<file path="src/rtl/pwmcr_pkg.sv">
// Package: offsets, field layouts, reset values and state types of the PWM control slice
package pwmcr_pkg;
  // ----------------------------------------------------------------
  // Register map
  // ----------------------------------------------------------------
  localparam logic [11:0] PWMCR_IRQ_CLR_OFS  = 12'h308;
  localparam logic [11:0] PWMCR_ENABLE_OFS   = 12'h500;
  localparam logic [11:0] PWMCR_MODE_OFS     = 12'h504;
  localparam logic [11:0] PWMCR_CEIL_OFS     = 12'h508;
  localparam logic [11:0] PWMCR_PRESC_OFS    = 12'h50C;

  // ----------------------------------------------------------------
  // Fields and reset values
  // ----------------------------------------------------------------
  localparam int          PWMCR_NUM_EVT      = 7;
  localparam int          PWMCR_EVT_LSB      = 1;
  localparam int          PWMCR_EVT_HALT     = 0;
  localparam int          PWMCR_EVT_BEGUN0   = 1;
  localparam int          PWMCR_EVT_FIN0     = 3;
  localparam int          PWMCR_EVT_PERIOD   = 5;
  localparam int          PWMCR_EVT_LOOPS    = 6;
  localparam int          PWMCR_CEIL_W       = 15;
  localparam int          PWMCR_PRESC_W      = 3;
  localparam int          PWMCR_DIVCNT_W     = 7;
  localparam logic [6:0]  PWMCR_IRQ_EN_RST   = 7'h00;
  localparam logic        PWMCR_ENABLE_RST   = 1'b0;
  localparam logic        PWMCR_MODE_RST     = 1'b0;
  localparam logic [14:0] PWMCR_CEIL_RST     = 15'h03FF;
  localparam logic [2:0]  PWMCR_PRESC_RST    = 3'h0;
  localparam logic [6:0]  PWMCR_DIVCNT_RST   = 7'h00;
  localparam logic [31:0] PWMCR_RDATA_RST    = 32'h0000_0000;

  // ----------------------------------------------------------------
  // Decoder load settings
  // ----------------------------------------------------------------
  typedef enum logic [1:0] {
    PWMCR_LOAD_COMMON     = 2'b00,
    PWMCR_LOAD_GROUPED    = 2'b01,
    PWMCR_LOAD_INDIVIDUAL = 2'b10,
    PWMCR_LOAD_WAVEFORM   = 2'b11
  } pwmcr_load_t;

  // ----------------------------------------------------------------
  // Module state records
  // ----------------------------------------------------------------
  typedef struct packed {
    logic [6:0]  irq_en;
    logic        en;
    logic        mode;
    logic [14:0] ceil;
    logic [2:0]  presc;
    logic [31:0] rdata;
  } pwmcr_regs_t;

  typedef struct packed {
    logic [6:0]  cnt;
    logic        tick;
  } pwmcr_div_t;

  typedef struct packed {
    logic [15:0] cmp0;
    logic [15:0] cmp1;
    logic [15:0] cmp2;
    logic [14:0] eff_ceil;
  } pwmcr_sel_t;
endpackage : pwmcr_pkg

</file>
<file path="src/rtl/pwmcr_div.sv">
// Prescaler: divides the base-rate tick by a power of two into the modulation tick
`timescale 1ns/1ps
module pwmcr_div
  import pwmcr_pkg::*;
(
  input  wire logic       clk_i,       // System clock
  input  wire logic       rst_i,       // Synchronous reset, active high
  input  wire logic       en_i,        // Unit enabled
  input  wire logic [2:0] code_i,      // Divide code, 2**code
  input  wire logic       base_tick_i, // Base-rate tick, one cycle
  output logic            pwm_tick_o   // Modulation tick, one cycle
);
  pwmcr_div_t state_ff;
  pwmcr_div_t nxt_state;
  logic [6:0] div_mask;

  assign div_mask = 7'((8'h01 << code_i) - 8'h01);

  always_comb begin
    nxt_state      = state_ff;
    nxt_state.tick = 1'b0;
    if (!en_i) begin
      // Restart cleanly so the first tick after enabling has full length
      nxt_state.cnt = PWMCR_DIVCNT_RST;
    end else if (base_tick_i) begin
      if ((state_ff.cnt & div_mask) == div_mask) begin
        nxt_state.cnt  = PWMCR_DIVCNT_RST;
        nxt_state.tick = 1'b1;
      end else begin
        nxt_state.cnt = state_ff.cnt + 7'h01;
      end
    end
  end

  always_ff @(posedge clk_i) begin
    if (rst_i) begin
      state_ff <= '{cnt: PWMCR_DIVCNT_RST, tick: 1'b0};
    end else begin
      state_ff <= nxt_state;
    end
  end

  assign pwm_tick_o = state_ff.tick;
endmodule : pwmcr_div

</file>
<file path="src/rtl/pwmcr_sel.sv">
// Ceiling selection and waveform-group unpacking for the pulse counter
`timescale 1ns/1ps
module pwmcr_sel
  import pwmcr_pkg::*;
(
  input  wire logic        clk_i,      // System clock
  input  wire logic        rst_i,      // Synchronous reset, active high
  input  wire logic [1:0]  load_i,     // Decoder load setting
  input  wire logic        grp_vld_i,  // Fetched group valid, one cycle
  input  wire logic [63:0] grp_data_i, // Four half-words, first in low bits
  input  wire logic [14:0] reg_ceil_i, // Programmed ceiling
  output logic [15:0]      cmp0_o,     // Channel 0 compare
  output logic [15:0]      cmp1_o,     // Channel 1 compare
  output logic [15:0]      cmp2_o,     // Channel 2 compare
  output logic [14:0]      ceil_o      // Ceiling in force
);
  pwmcr_sel_t state_ff;
  pwmcr_sel_t nxt_state;
  logic       wave;

  assign wave = (load_i == PWMCR_LOAD_WAVEFORM);

  always_comb begin
    nxt_state = state_ff;
    if (wave) begin
      if (grp_vld_i) begin
        nxt_state.cmp0     = grp_data_i[15:0];
        nxt_state.cmp1     = grp_data_i[31:16];
        nxt_state.cmp2     = grp_data_i[47:32];
        nxt_state.eff_ceil = grp_data_i[62:48];
      end
      // Programmed value is not looked at here, only fetched ones
    end else begin
      nxt_state.eff_ceil = reg_ceil_i;
    end
  end

  always_ff @(posedge clk_i) begin
    if (rst_i) begin
      state_ff <= '{cmp0: 16'h0000, cmp1: 16'h0000, cmp2: 16'h0000,
                    eff_ceil: PWMCR_CEIL_RST};
    end else begin
      state_ff <= nxt_state;
    end
  end

  assign cmp0_o = state_ff.cmp0;
  assign cmp1_o = state_ff.cmp1;
  assign cmp2_o = state_ff.cmp2;
  assign ceil_o = state_ff.eff_ceil;
endmodule : pwmcr_sel

</file>
<file path="src/rtl/pwmcr_regs.sv">
// PWM control register slice: event interrupt enables, enable, mode, ceiling, prescaler
`timescale 1ns/1ps
module pwmcr_regs
  import pwmcr_pkg::*;
(
  input  wire logic        clk_i,       // System clock, 50 MHz
  input  wire logic        rst_i,       // Synchronous reset, active high
  input  wire logic [11:0] addr_i,      // Register byte address
  input  wire logic [31:0] wdata_i,     // Write data
  input  wire logic        wr_i,        // Write strobe, one cycle
  input  wire logic        rd_i,        // Read strobe, one cycle
  output logic [31:0]      rdata_o,     // Read data, cycle after strobe
  input  wire logic [6:0]  irq_set_i,   // Enable-set pulses per event
  input  wire logic        base_tick_i, // Base-rate tick, one cycle
  input  wire logic [1:0]  load_i,      // Decoder load setting
  input  wire logic        grp_vld_i,   // Fetched group valid
  input  wire logic [63:0] grp_data_i,  // Fetched group, four half-words
  output logic [6:0]       irq_en_o,    // Event interrupt enables
  output logic             unit_en_o,   // Unit enabled
  output logic             mode_o,      // Wave counter mode
  output logic             pwm_tick_o,  // Modulation clock tick
  output logic [15:0]      cmp0_o,      // Channel 0 compare
  output logic [15:0]      cmp1_o,      // Channel 1 compare
  output logic [15:0]      cmp2_o,      // Channel 2 compare
  output logic [14:0]      ceil_o,      // Ceiling in force
  output logic [6:0]       count_o      // Pulse counter
);
  // ----------------------------------------------------------------
  // State
  // ----------------------------------------------------------------
  pwmcr_regs_t state_ff;
  pwmcr_regs_t nxt_state;
  logic [6:0]  irq_clr;
  logic [14:0] cnt_ff;
  logic [14:0] nxt_cnt;

  assign irq_clr = (wr_i && addr_i == PWMCR_IRQ_CLR_OFS) ?
                   wdata_i[PWMCR_EVT_LSB +: PWMCR_NUM_EVT] : 7'h00;

  // ----------------------------------------------------------------
  // Register file
  // ----------------------------------------------------------------
  always_comb begin
    nxt_state       = state_ff;
    nxt_state.rdata = PWMCR_RDATA_RST;
    // Hardware set beats a simultaneous clear so no enable request is lost
    nxt_state.irq_en = (state_ff.irq_en & ~irq_clr) | irq_set_i;
    if (wr_i) begin
      case (addr_i)
        PWMCR_ENABLE_OFS: nxt_state.en    = wdata_i[0];
        PWMCR_MODE_OFS:   nxt_state.mode  = wdata_i[0];
        PWMCR_CEIL_OFS:   nxt_state.ceil  = wdata_i[PWMCR_CEIL_W-1:0];
        PWMCR_PRESC_OFS:  nxt_state.presc = wdata_i[PWMCR_PRESC_W-1:0];
        default:          nxt_state.en    = nxt_state.en;
      endcase
    end
    if (rd_i) begin
      case (addr_i)
        PWMCR_IRQ_CLR_OFS:
          nxt_state.rdata[PWMCR_EVT_LSB +: PWMCR_NUM_EVT] = state_ff.irq_en;
        PWMCR_ENABLE_OFS: nxt_state.rdata[0]                 = state_ff.en;
        PWMCR_MODE_OFS:   nxt_state.rdata[0]                 = state_ff.mode;
        PWMCR_CEIL_OFS:   nxt_state.rdata[PWMCR_CEIL_W-1:0]  = state_ff.ceil;
        PWMCR_PRESC_OFS:  nxt_state.rdata[PWMCR_PRESC_W-1:0] = state_ff.presc;
        default:          nxt_state.rdata                    = PWMCR_RDATA_RST;
      endcase
    end
  end

  always_ff @(posedge clk_i) begin
    if (rst_i) begin
      state_ff <= '{irq_en: PWMCR_IRQ_EN_RST, en: PWMCR_ENABLE_RST,
                    mode: PWMCR_MODE_RST, ceil: PWMCR_CEIL_RST,
                    presc: PWMCR_PRESC_RST, rdata: PWMCR_RDATA_RST};
    end else begin
      state_ff <= nxt_state;
    end
  end

  assign rdata_o   = state_ff.rdata;
  assign irq_en_o  = state_ff.irq_en;
  assign unit_en_o = state_ff.en;
  assign mode_o    = state_ff.mode;

  // ----------------------------------------------------------------
  // Clock division and ceiling selection
  // ----------------------------------------------------------------
  pwmcr_div u_div (
    .clk_i       (clk_i),
    .rst_i       (rst_i),
    .en_i        (state_ff.en),
    .code_i      (state_ff.presc),
    .base_tick_i (base_tick_i),
    .pwm_tick_o  (pwm_tick_o)
  );

  pwmcr_sel u_sel (
    .clk_i      (clk_i),
    .rst_i      (rst_i),
    .load_i     (load_i),
    .grp_vld_i  (grp_vld_i),
    .grp_data_i (grp_data_i),
    .reg_ceil_i (state_ff.ceil),
    .cmp0_o     (cmp0_o),
    .cmp1_o     (cmp1_o),
    .cmp2_o     (cmp2_o),
    .ceil_o     (ceil_o)
  );

  // ----------------------------------------------------------------
  // Pulse counter
  // ----------------------------------------------------------------
  // Counts modulation ticks up to the ceiling in force, then wraps
  always_comb begin
    nxt_cnt = cnt_ff;
    if (!state_ff.en) begin
      nxt_cnt = 15'h0000;
    end else if (pwm_tick_o) begin
      nxt_cnt = (cnt_ff >= ceil_o) ? 15'h0000 : cnt_ff + 15'h0001;
    end
  end

  always_ff @(posedge clk_i) begin
    if (rst_i) begin
      cnt_ff <= 15'h0000;
    end else begin
      cnt_ff <= nxt_cnt;
    end
  end

  assign count_o = cnt_ff[6:0];

  // Decoded only for checking; the register file decodes per case item
  logic addr_mapped;
  assign addr_mapped = (addr_i == PWMCR_IRQ_CLR_OFS) || (addr_i == PWMCR_ENABLE_OFS)
                    || (addr_i == PWMCR_MODE_OFS) || (addr_i == PWMCR_CEIL_OFS)
                    || (addr_i == PWMCR_PRESC_OFS);

  // ----------------------------------------------------------------
  // Per-event enable checks
  // ----------------------------------------------------------------
  // One copy per event so a slip between bit positions shows up
  for (genvar g = 0; g < PWMCR_NUM_EVT; g++) begin : g_evt

  end : g_evt
endmodule : pwmcr_regs

</file>
<file path="config.mk">
export PLATFORM = sky130hd
export DESIGN_NAME = pwmcr_regs
export DESIGN_NICKNAME = d
export VERILOG_FILES = /design/src/rtl/pwmcr_pkg.sv /design/src/rtl/pwmcr_div.sv /design/src/rtl/pwmcr_sel.sv /design/src/rtl/pwmcr_regs.sv
export SDC_FILE = /design/constraint.sdc
export NUM_CORES = 1
export LEC_CHECK = 0
export BUFFER_PORTS_ARGS = -buffer_cell sky130_fd_sc_hd__clkbuf_2
export CORE_ASPECT_RATIO = 0.9
export CORE_UTILIZATION = 40
export DETAILED_ROUTE_END_ITERATION = 7
export GPL_TIMING_DRIVEN = 0
export PLACE_DENSITY = 0.68
export SETUP_SLACK_MARGIN = 0.1
export SLEW_MARGIN = 30
export SYNTH_ARGS = -nofsm -noshare
export SYNTH_HDL_FRONTEND = slang
export SYNTH_SLANG_ARGS = --single-unit
</file>
<file path="constraint.sdc">
create_clock -name clk_i -period 2.8 [get_ports clk_i]
set_input_delay 0.28 -clock clk_i [delete_from_list [all_inputs] [get_ports clk_i]]
set_output_delay 0.28 -clock clk_i [all_outputs]
set_load 0.03 [all_outputs]
</file>
Yosys cells after proc, flatten, opt, wreduce, memory -nomap -nowiden. Cells that the tools add are included.

Register bits after elaboration: 145. Input port bits: 123. Output and inout port bits: 112.

Add/subtract/negate cells: 3. Muxes and demuxes: 9. Reduce and logical (&&, ||, !) cells: 10. Magnitude comparators: 1. Bitwise logic cells: 8. Eq/ne operators: 8. Shifts and indexed selects: 1.

Operators with widths (number): $eq A12 B11 Y1 const B (4); $mux W15 (3); $add A15 B1 Y15 const B (1); $ge A15 B15 Y1 (1); $and A7 B7 Y7 (2); $mux W7 (2); $eq A12 B10 Y1 const B (1); $pmux W5 S2 (1); $reduce_and A2 Y1 (5); $add A7 B1 Y7 const B (1); $eq A7 B7 Y1 (1); $not A7 Y7 (1); $or A7 B7 Y7 (1); $shl A1 B3 Y7 const A (1); $sub A7 B1 Y7 const B (1); $pmux W2 S3 (1); $reduce_or A3 Y1 (2); $not A1 Y1 (4); $pmux W1 S4 (1); $reduce_or A2 Y1 (2); $eq A2 B2 Y1 const B (1); $ne A2 B2 Y1 const B (1); $logic_and A1 B1 Y1 (1); $mux W1 (1).

Logic depth before layout (Yosys ltp).
Word-level depth: 6. Mapped depth: 9.

By module. From an unflattened synthesis, not the netlist that was laid out.

Cells, all modules: 675. Area, all modules: 6239.7 um2.

Modules (own cells, without submodules): pwmcr_regs (sequential area each 1141.1 um2, area each 2996.6 um2, cells each 350, instances 1); pwmcr_sel (sequential area each 1261.2 um2, area each 2834.0 um2, cells each 279, instances 1); pwmcr_div (sequential area each 160.2 um2, area each 409.1 um2, cells each 46, instances 1).

Worst setup path after synthesis. No wires, ideal clock.

Path type: register -> register. Start point: register state_ff[34] in the netlist's numbering. End point: register u_div.state_ff[1] in the netlist's numbering. Period minus slack after synthesis: 2386 ps. Path slack: 414 ps. Arrival: 2321 ps. Cell stages (with the launch flop): 9. Cell sequence: dfxtp_1 -> clkbuf_1 -> or3_1 -> ha_1 -> or4b_2 -> a31o_2 -> a21boi_0 -> a21oi_1 -> nor2_1.

Word-level cells in the longest chain between the ends: 5.

Ends and longest elaborated chain: start, declared (line pwmcr_regs.sv:31) `pwmcr_regs_t state_ff;`; start signal, assigned (line pwmcr_regs.sv:72) `state_ff <= '{irq_en: PWMCR_IRQ_EN_RST, en: PWMCR_ENABLE_RST,`; start signal, assigned (line pwmcr_regs.sv:76) `state_ff <= nxt_state;`; $shl A1 B3 Y7 (*) (line pwmcr_div.sv:17) `assign div_mask = 7'((8'h01 << code_i) - 8'h01);`; $sub A7 B1 Y7 (*) (line pwmcr_div.sv:17); $and A7 B7 Y7 (line pwmcr_div.sv:26) `if ((state_ff.cnt & div_mask) == div_mask) begin`; $eq A7 B7 Y1 (*) (line pwmcr_div.sv:26); $mux W7 (*) (line pwmcr_div.sv:26); end signal, assigned (line pwmcr_div.sv:37) `state_ff <= '{cnt: PWMCR_DIVCNT_RST, tick: 1'b0};`; end signal, assigned (line pwmcr_div.sv:39) `state_ff <= nxt_state;`; end, declared (line pwmcr_div.sv:13) `pwmcr_div_t state_ff;`.

Mark *: on every way between the ends. The rest lies on a longest branch, timed or not. A chain may end at the register's enable or synchronous reset.

Worst setup path after layout.
Start point: register state_ff[34] in the netlist's numbering. End point: register u_div.state_ff[2] in the netlist's numbering.

The elaborated chain is that of the path after synthesis.

==> metrics.csv <==
stage,metric,value,unit
power_and_ir_drop,Tot Pwr,0.00443,W
timing,final setup fails,0,
timing,RSZ-0062 raised after global routing,no,
synthesis,synth unique cells,47,
critical_path,startpoint types,flip-flop,
synthesis,asr flop ratio synth,0,
power_and_ir_drop,cell leakage power,3.43,nW
power_and_ir_drop,clock network power share,0.481,
floorplanning,Boundary Pins,235,
drt,DR WL/cell,13.2,um
finish,"commonest non-fill, non-tap cell in the layout",clkbuf_2,
synthesis,sequential fraction of the synthesis area,0.446,
critical_path,Critical Path RT,3.15,ns
drt,Detailed Route Iter0 Violations,236,
clocking,clk sink count,128,
power_and_ir_drop,Sw Ratio,0.247,
clocking,hold buffer count at CTS,0,
drt,drt via density,4.60,
critical_path,CP Cell Sequence,clkbuf_1 > or3_1 > ha_2 > or4b_2 > a31o_2 > a21boi_1 > a21oi_2 > nor2_1,
critical_path,critical path arrival,2.84,ns
finish,Total Nets Final,1040,
power_and_ir_drop,Internal,0.00333,W
global_routing,layer with the highest usage,met2,
finish,Layout area overhead,32.7,%
worst_hold_path,Hold Crit Class,primary input to flip-flop,
global_routing,largest net degree at the start of global routing,17,
synthesis,"EDFF count, synth",0,
timing,fmax,401,MHz
clocking,CTS tree,yes,
global_routing,GRT met2 Usage,0.343,
global_routing,GRT Util Overall,0.207,
critical_path,"slowest stage delay, CP",0.61,ns
global_routing,initial antenna violation count,0,
critical_path,slowest CP cell,or4b_2,
place,Area after DPL,7020,um^2
timing,Setup TNS Final,0,ns
critical_path,CP bufs+invs,1,
power_and_ir_drop,peak supply drop,0.000577,V
clocking,total number of H-tree levels,4,
power_and_ir_drop,PD cells,581,nW/um^2
finish,Antenna Cells,0,
drt,Antenna Nets Post-Route,0,
global_routing,total gr overflow,0,
global_routing,vias in the first global route,4850,
power_and_ir_drop,power share of the combinational group,0.093,
critical_path,crit path max fanout,9,
finish,most frequent cells in the layout,"clkbuf_2, dfxtp_1, nand2_1",
floorplanning,DIE WIDTH,128,um
synthesis,syn avg cell area,8.59,um^2
synthesis,"FF+latch count, synth",128,
synthesis,Syn. warnings,0,
clocking,CTS buffer count,17,
timing,Tcrit/Tclk final,0.890,
timing,clock skew,0.00706,ns
timing,final hold viol count,0,
synthesis,Post-Syn Instances,668,
global_routing,first-pass GRT wire length,23700,um
synthesis,"Cell Area, Synth",5740,um^2
finish,Util after Layout,0.544,
critical_path,CP Capture Type,flip-flop,
finish,post-route cell area,7620,um^2
floorplanning,full die area,14800,um^2
drt,WL final,14600,um
place,pre-CTS setup slack,0.132,ns
clocking,Max Root-Sink Buffers,2,
floorplanning,Initial Util,0.410,
power_and_ir_drop,Seq pwr share,0.426,
timing,fin. max-slew vios,0,
floorplanning,Die H,116,um
finish,share of layout cells above drive strength 1,0.317,
timing,slew margin rel.,0.443,
timing,Final min period,2.49,ns
floorplanning,Core Area,14000,um^2
status,status,finished clean,
global_routing,Global Route met3 Usage,0.0813,
power_and_ir_drop,switching power,0.00109,W
global_routing,met1 Use GR,0.252,
place,IO buf count,196,
run,max_cap viols,0,
timing,Final Worst Setup Slack,0.307,ns
clocking,worst skew pair latency,0.41,ns
place,RePlAce Congestion,0.797,
drt,first drt pass iteration count,4,
clocking,CTS clock-pin slew for the worst setup and hold paths,0.06,ns
timing,worst slew pin tran,0.828,ns
place,Post-DP HPWL,11300,um
finish,Layout fillers,1396,
drt,total number of vias,5084,
drt,number of remaining DRC errors,0,
clocking,Post-CTS Setup Bufs,0,
critical_path,"CP delay by family, top",simple AND/OR/NAND/NOR gates,
clocking,post-CTS sizing,0,
floorplanning,row count,41,
clocking,clock root buffer,clkbuf_16,
synthesis,top_reg_cell synth,dfxtp_1,
critical_path,worst setup path category,flip-flop to flip-flop,
-- cells by family (layout without fill, tap and decap cells) --
family                   after synthesis  after routing  synth area share
AND/OR/NAND/NOR                      259            259             0.210
multiplexers                          27             27            0.0493
XOR/XNOR                              21             21            0.0320
other                                  1             17          0.000653
buffers and inverters                100            328             0.100
adder cells (fa/ha/maj)               18             18            0.0392
flip-flops                           128            128             0.446
AO/OA/AOI/OAI                        114            114             0.121
-- state kept, by name, indices dropped and copies added (netlist names) --
name              count
unit_en_o             1
state_ff             18
u_div.state_ff        7
u_sel.cmp1_o         16
u_sel.cmp0_o         16
cnt_ff               15
rdata_o              15
u_div.pwm_tick_o      1
u_sel.cmp2_o         16
irq_en_o              7
mode_o                1
u_sel.ceil_o         15
-- worst paths after layout --
check             startpoint  depth (start not counted)                 to  slack [ns]
max             state_ff[34]                          8  u_div.state_ff[2]        0.31
min               wdata_i[9]                          2       state_ff[44]        0.08
max reg2reg     state_ff[34]                          8  u_div.state_ff[2]        0.31
min reg2reg  u_sel.cmp1_o[1]                          2    u_sel.cmp1_o[1]        0.46
-- through the flow --
stage,hold WS (ns),cells
2_1_floorplan,0.397,684
3_3_place_gp,0.441,1073
3_5_place_dp,0.449,1073
4_1_cts,0.0567,1105
5_1_grt,0.0581,1105
6_report,0.0758,1105
-- power groups by stage --
stage	clock network (W)	registers, W	logic (W)
after global placement	0	0.00193	0.000410
after CTS	0.00217	0.00189	0.000413
after floorplan	0	0.00198	0.000195
final	0.00213	0.00189	0.000410
after detailed placement	0	0.00193	0.000411
after global routing	0.00226	0.00189	0.000449
-- routing by layer --
layer | up-vias | wire [um]
met1 | 2286 | 6640
met2 | 153 | 6780
met5 | - | 0
met4 | 0 | 85
met3 | 6 | 1120
li1 | 2639 | -
-- cell usage after synthesis (all sizes together), types with 8 or more instances --
library cell / count / area, um^2
ha: 18 / 225
xor2: 13 / 114
mux2i: 26 / 260
a211o: 20 / 175
clkbuf: 30 / 113
a211oi: 8 / 60.1
o21ai: 9 / 45.0
a21oi: 68 / 340
and2: 10 / 62.6
dfxtp: 128 / 2560
inv: 18 / 67.6
nor2b: 14 / 87.6
buf: 52 / 397
xnor2: 8 / 70.1
nand2: 123 / 462
nor2: 66 / 264
-- area by class of cell --
type	instances	area, um^2	share of cell area
clock buffers	21	480	0.0631
plain buffers	82	509	0.0669
well taps	193	241	0.0317
flip-flops and latches	128	2560	0.336
repair buffers	196	981	0.129
clock inverters	11	108	0.0141
multi-input cells	456	2670	0.350
inverters	18	67.6	0.00887
-- worst register-to-register path, delay by kind of cell (launching register included) --
kind,cells,cell delay (ns)
buffers and inverters,1,0.18
flip-flops,1,0.29
adder cells (fa/ha/maj),1,0.24
AND/OR/NAND/NOR,3,1.18
AO/OA/AOI/OAI,3,0.55
No activity file was read; power rests on OpenSTA's default activity.
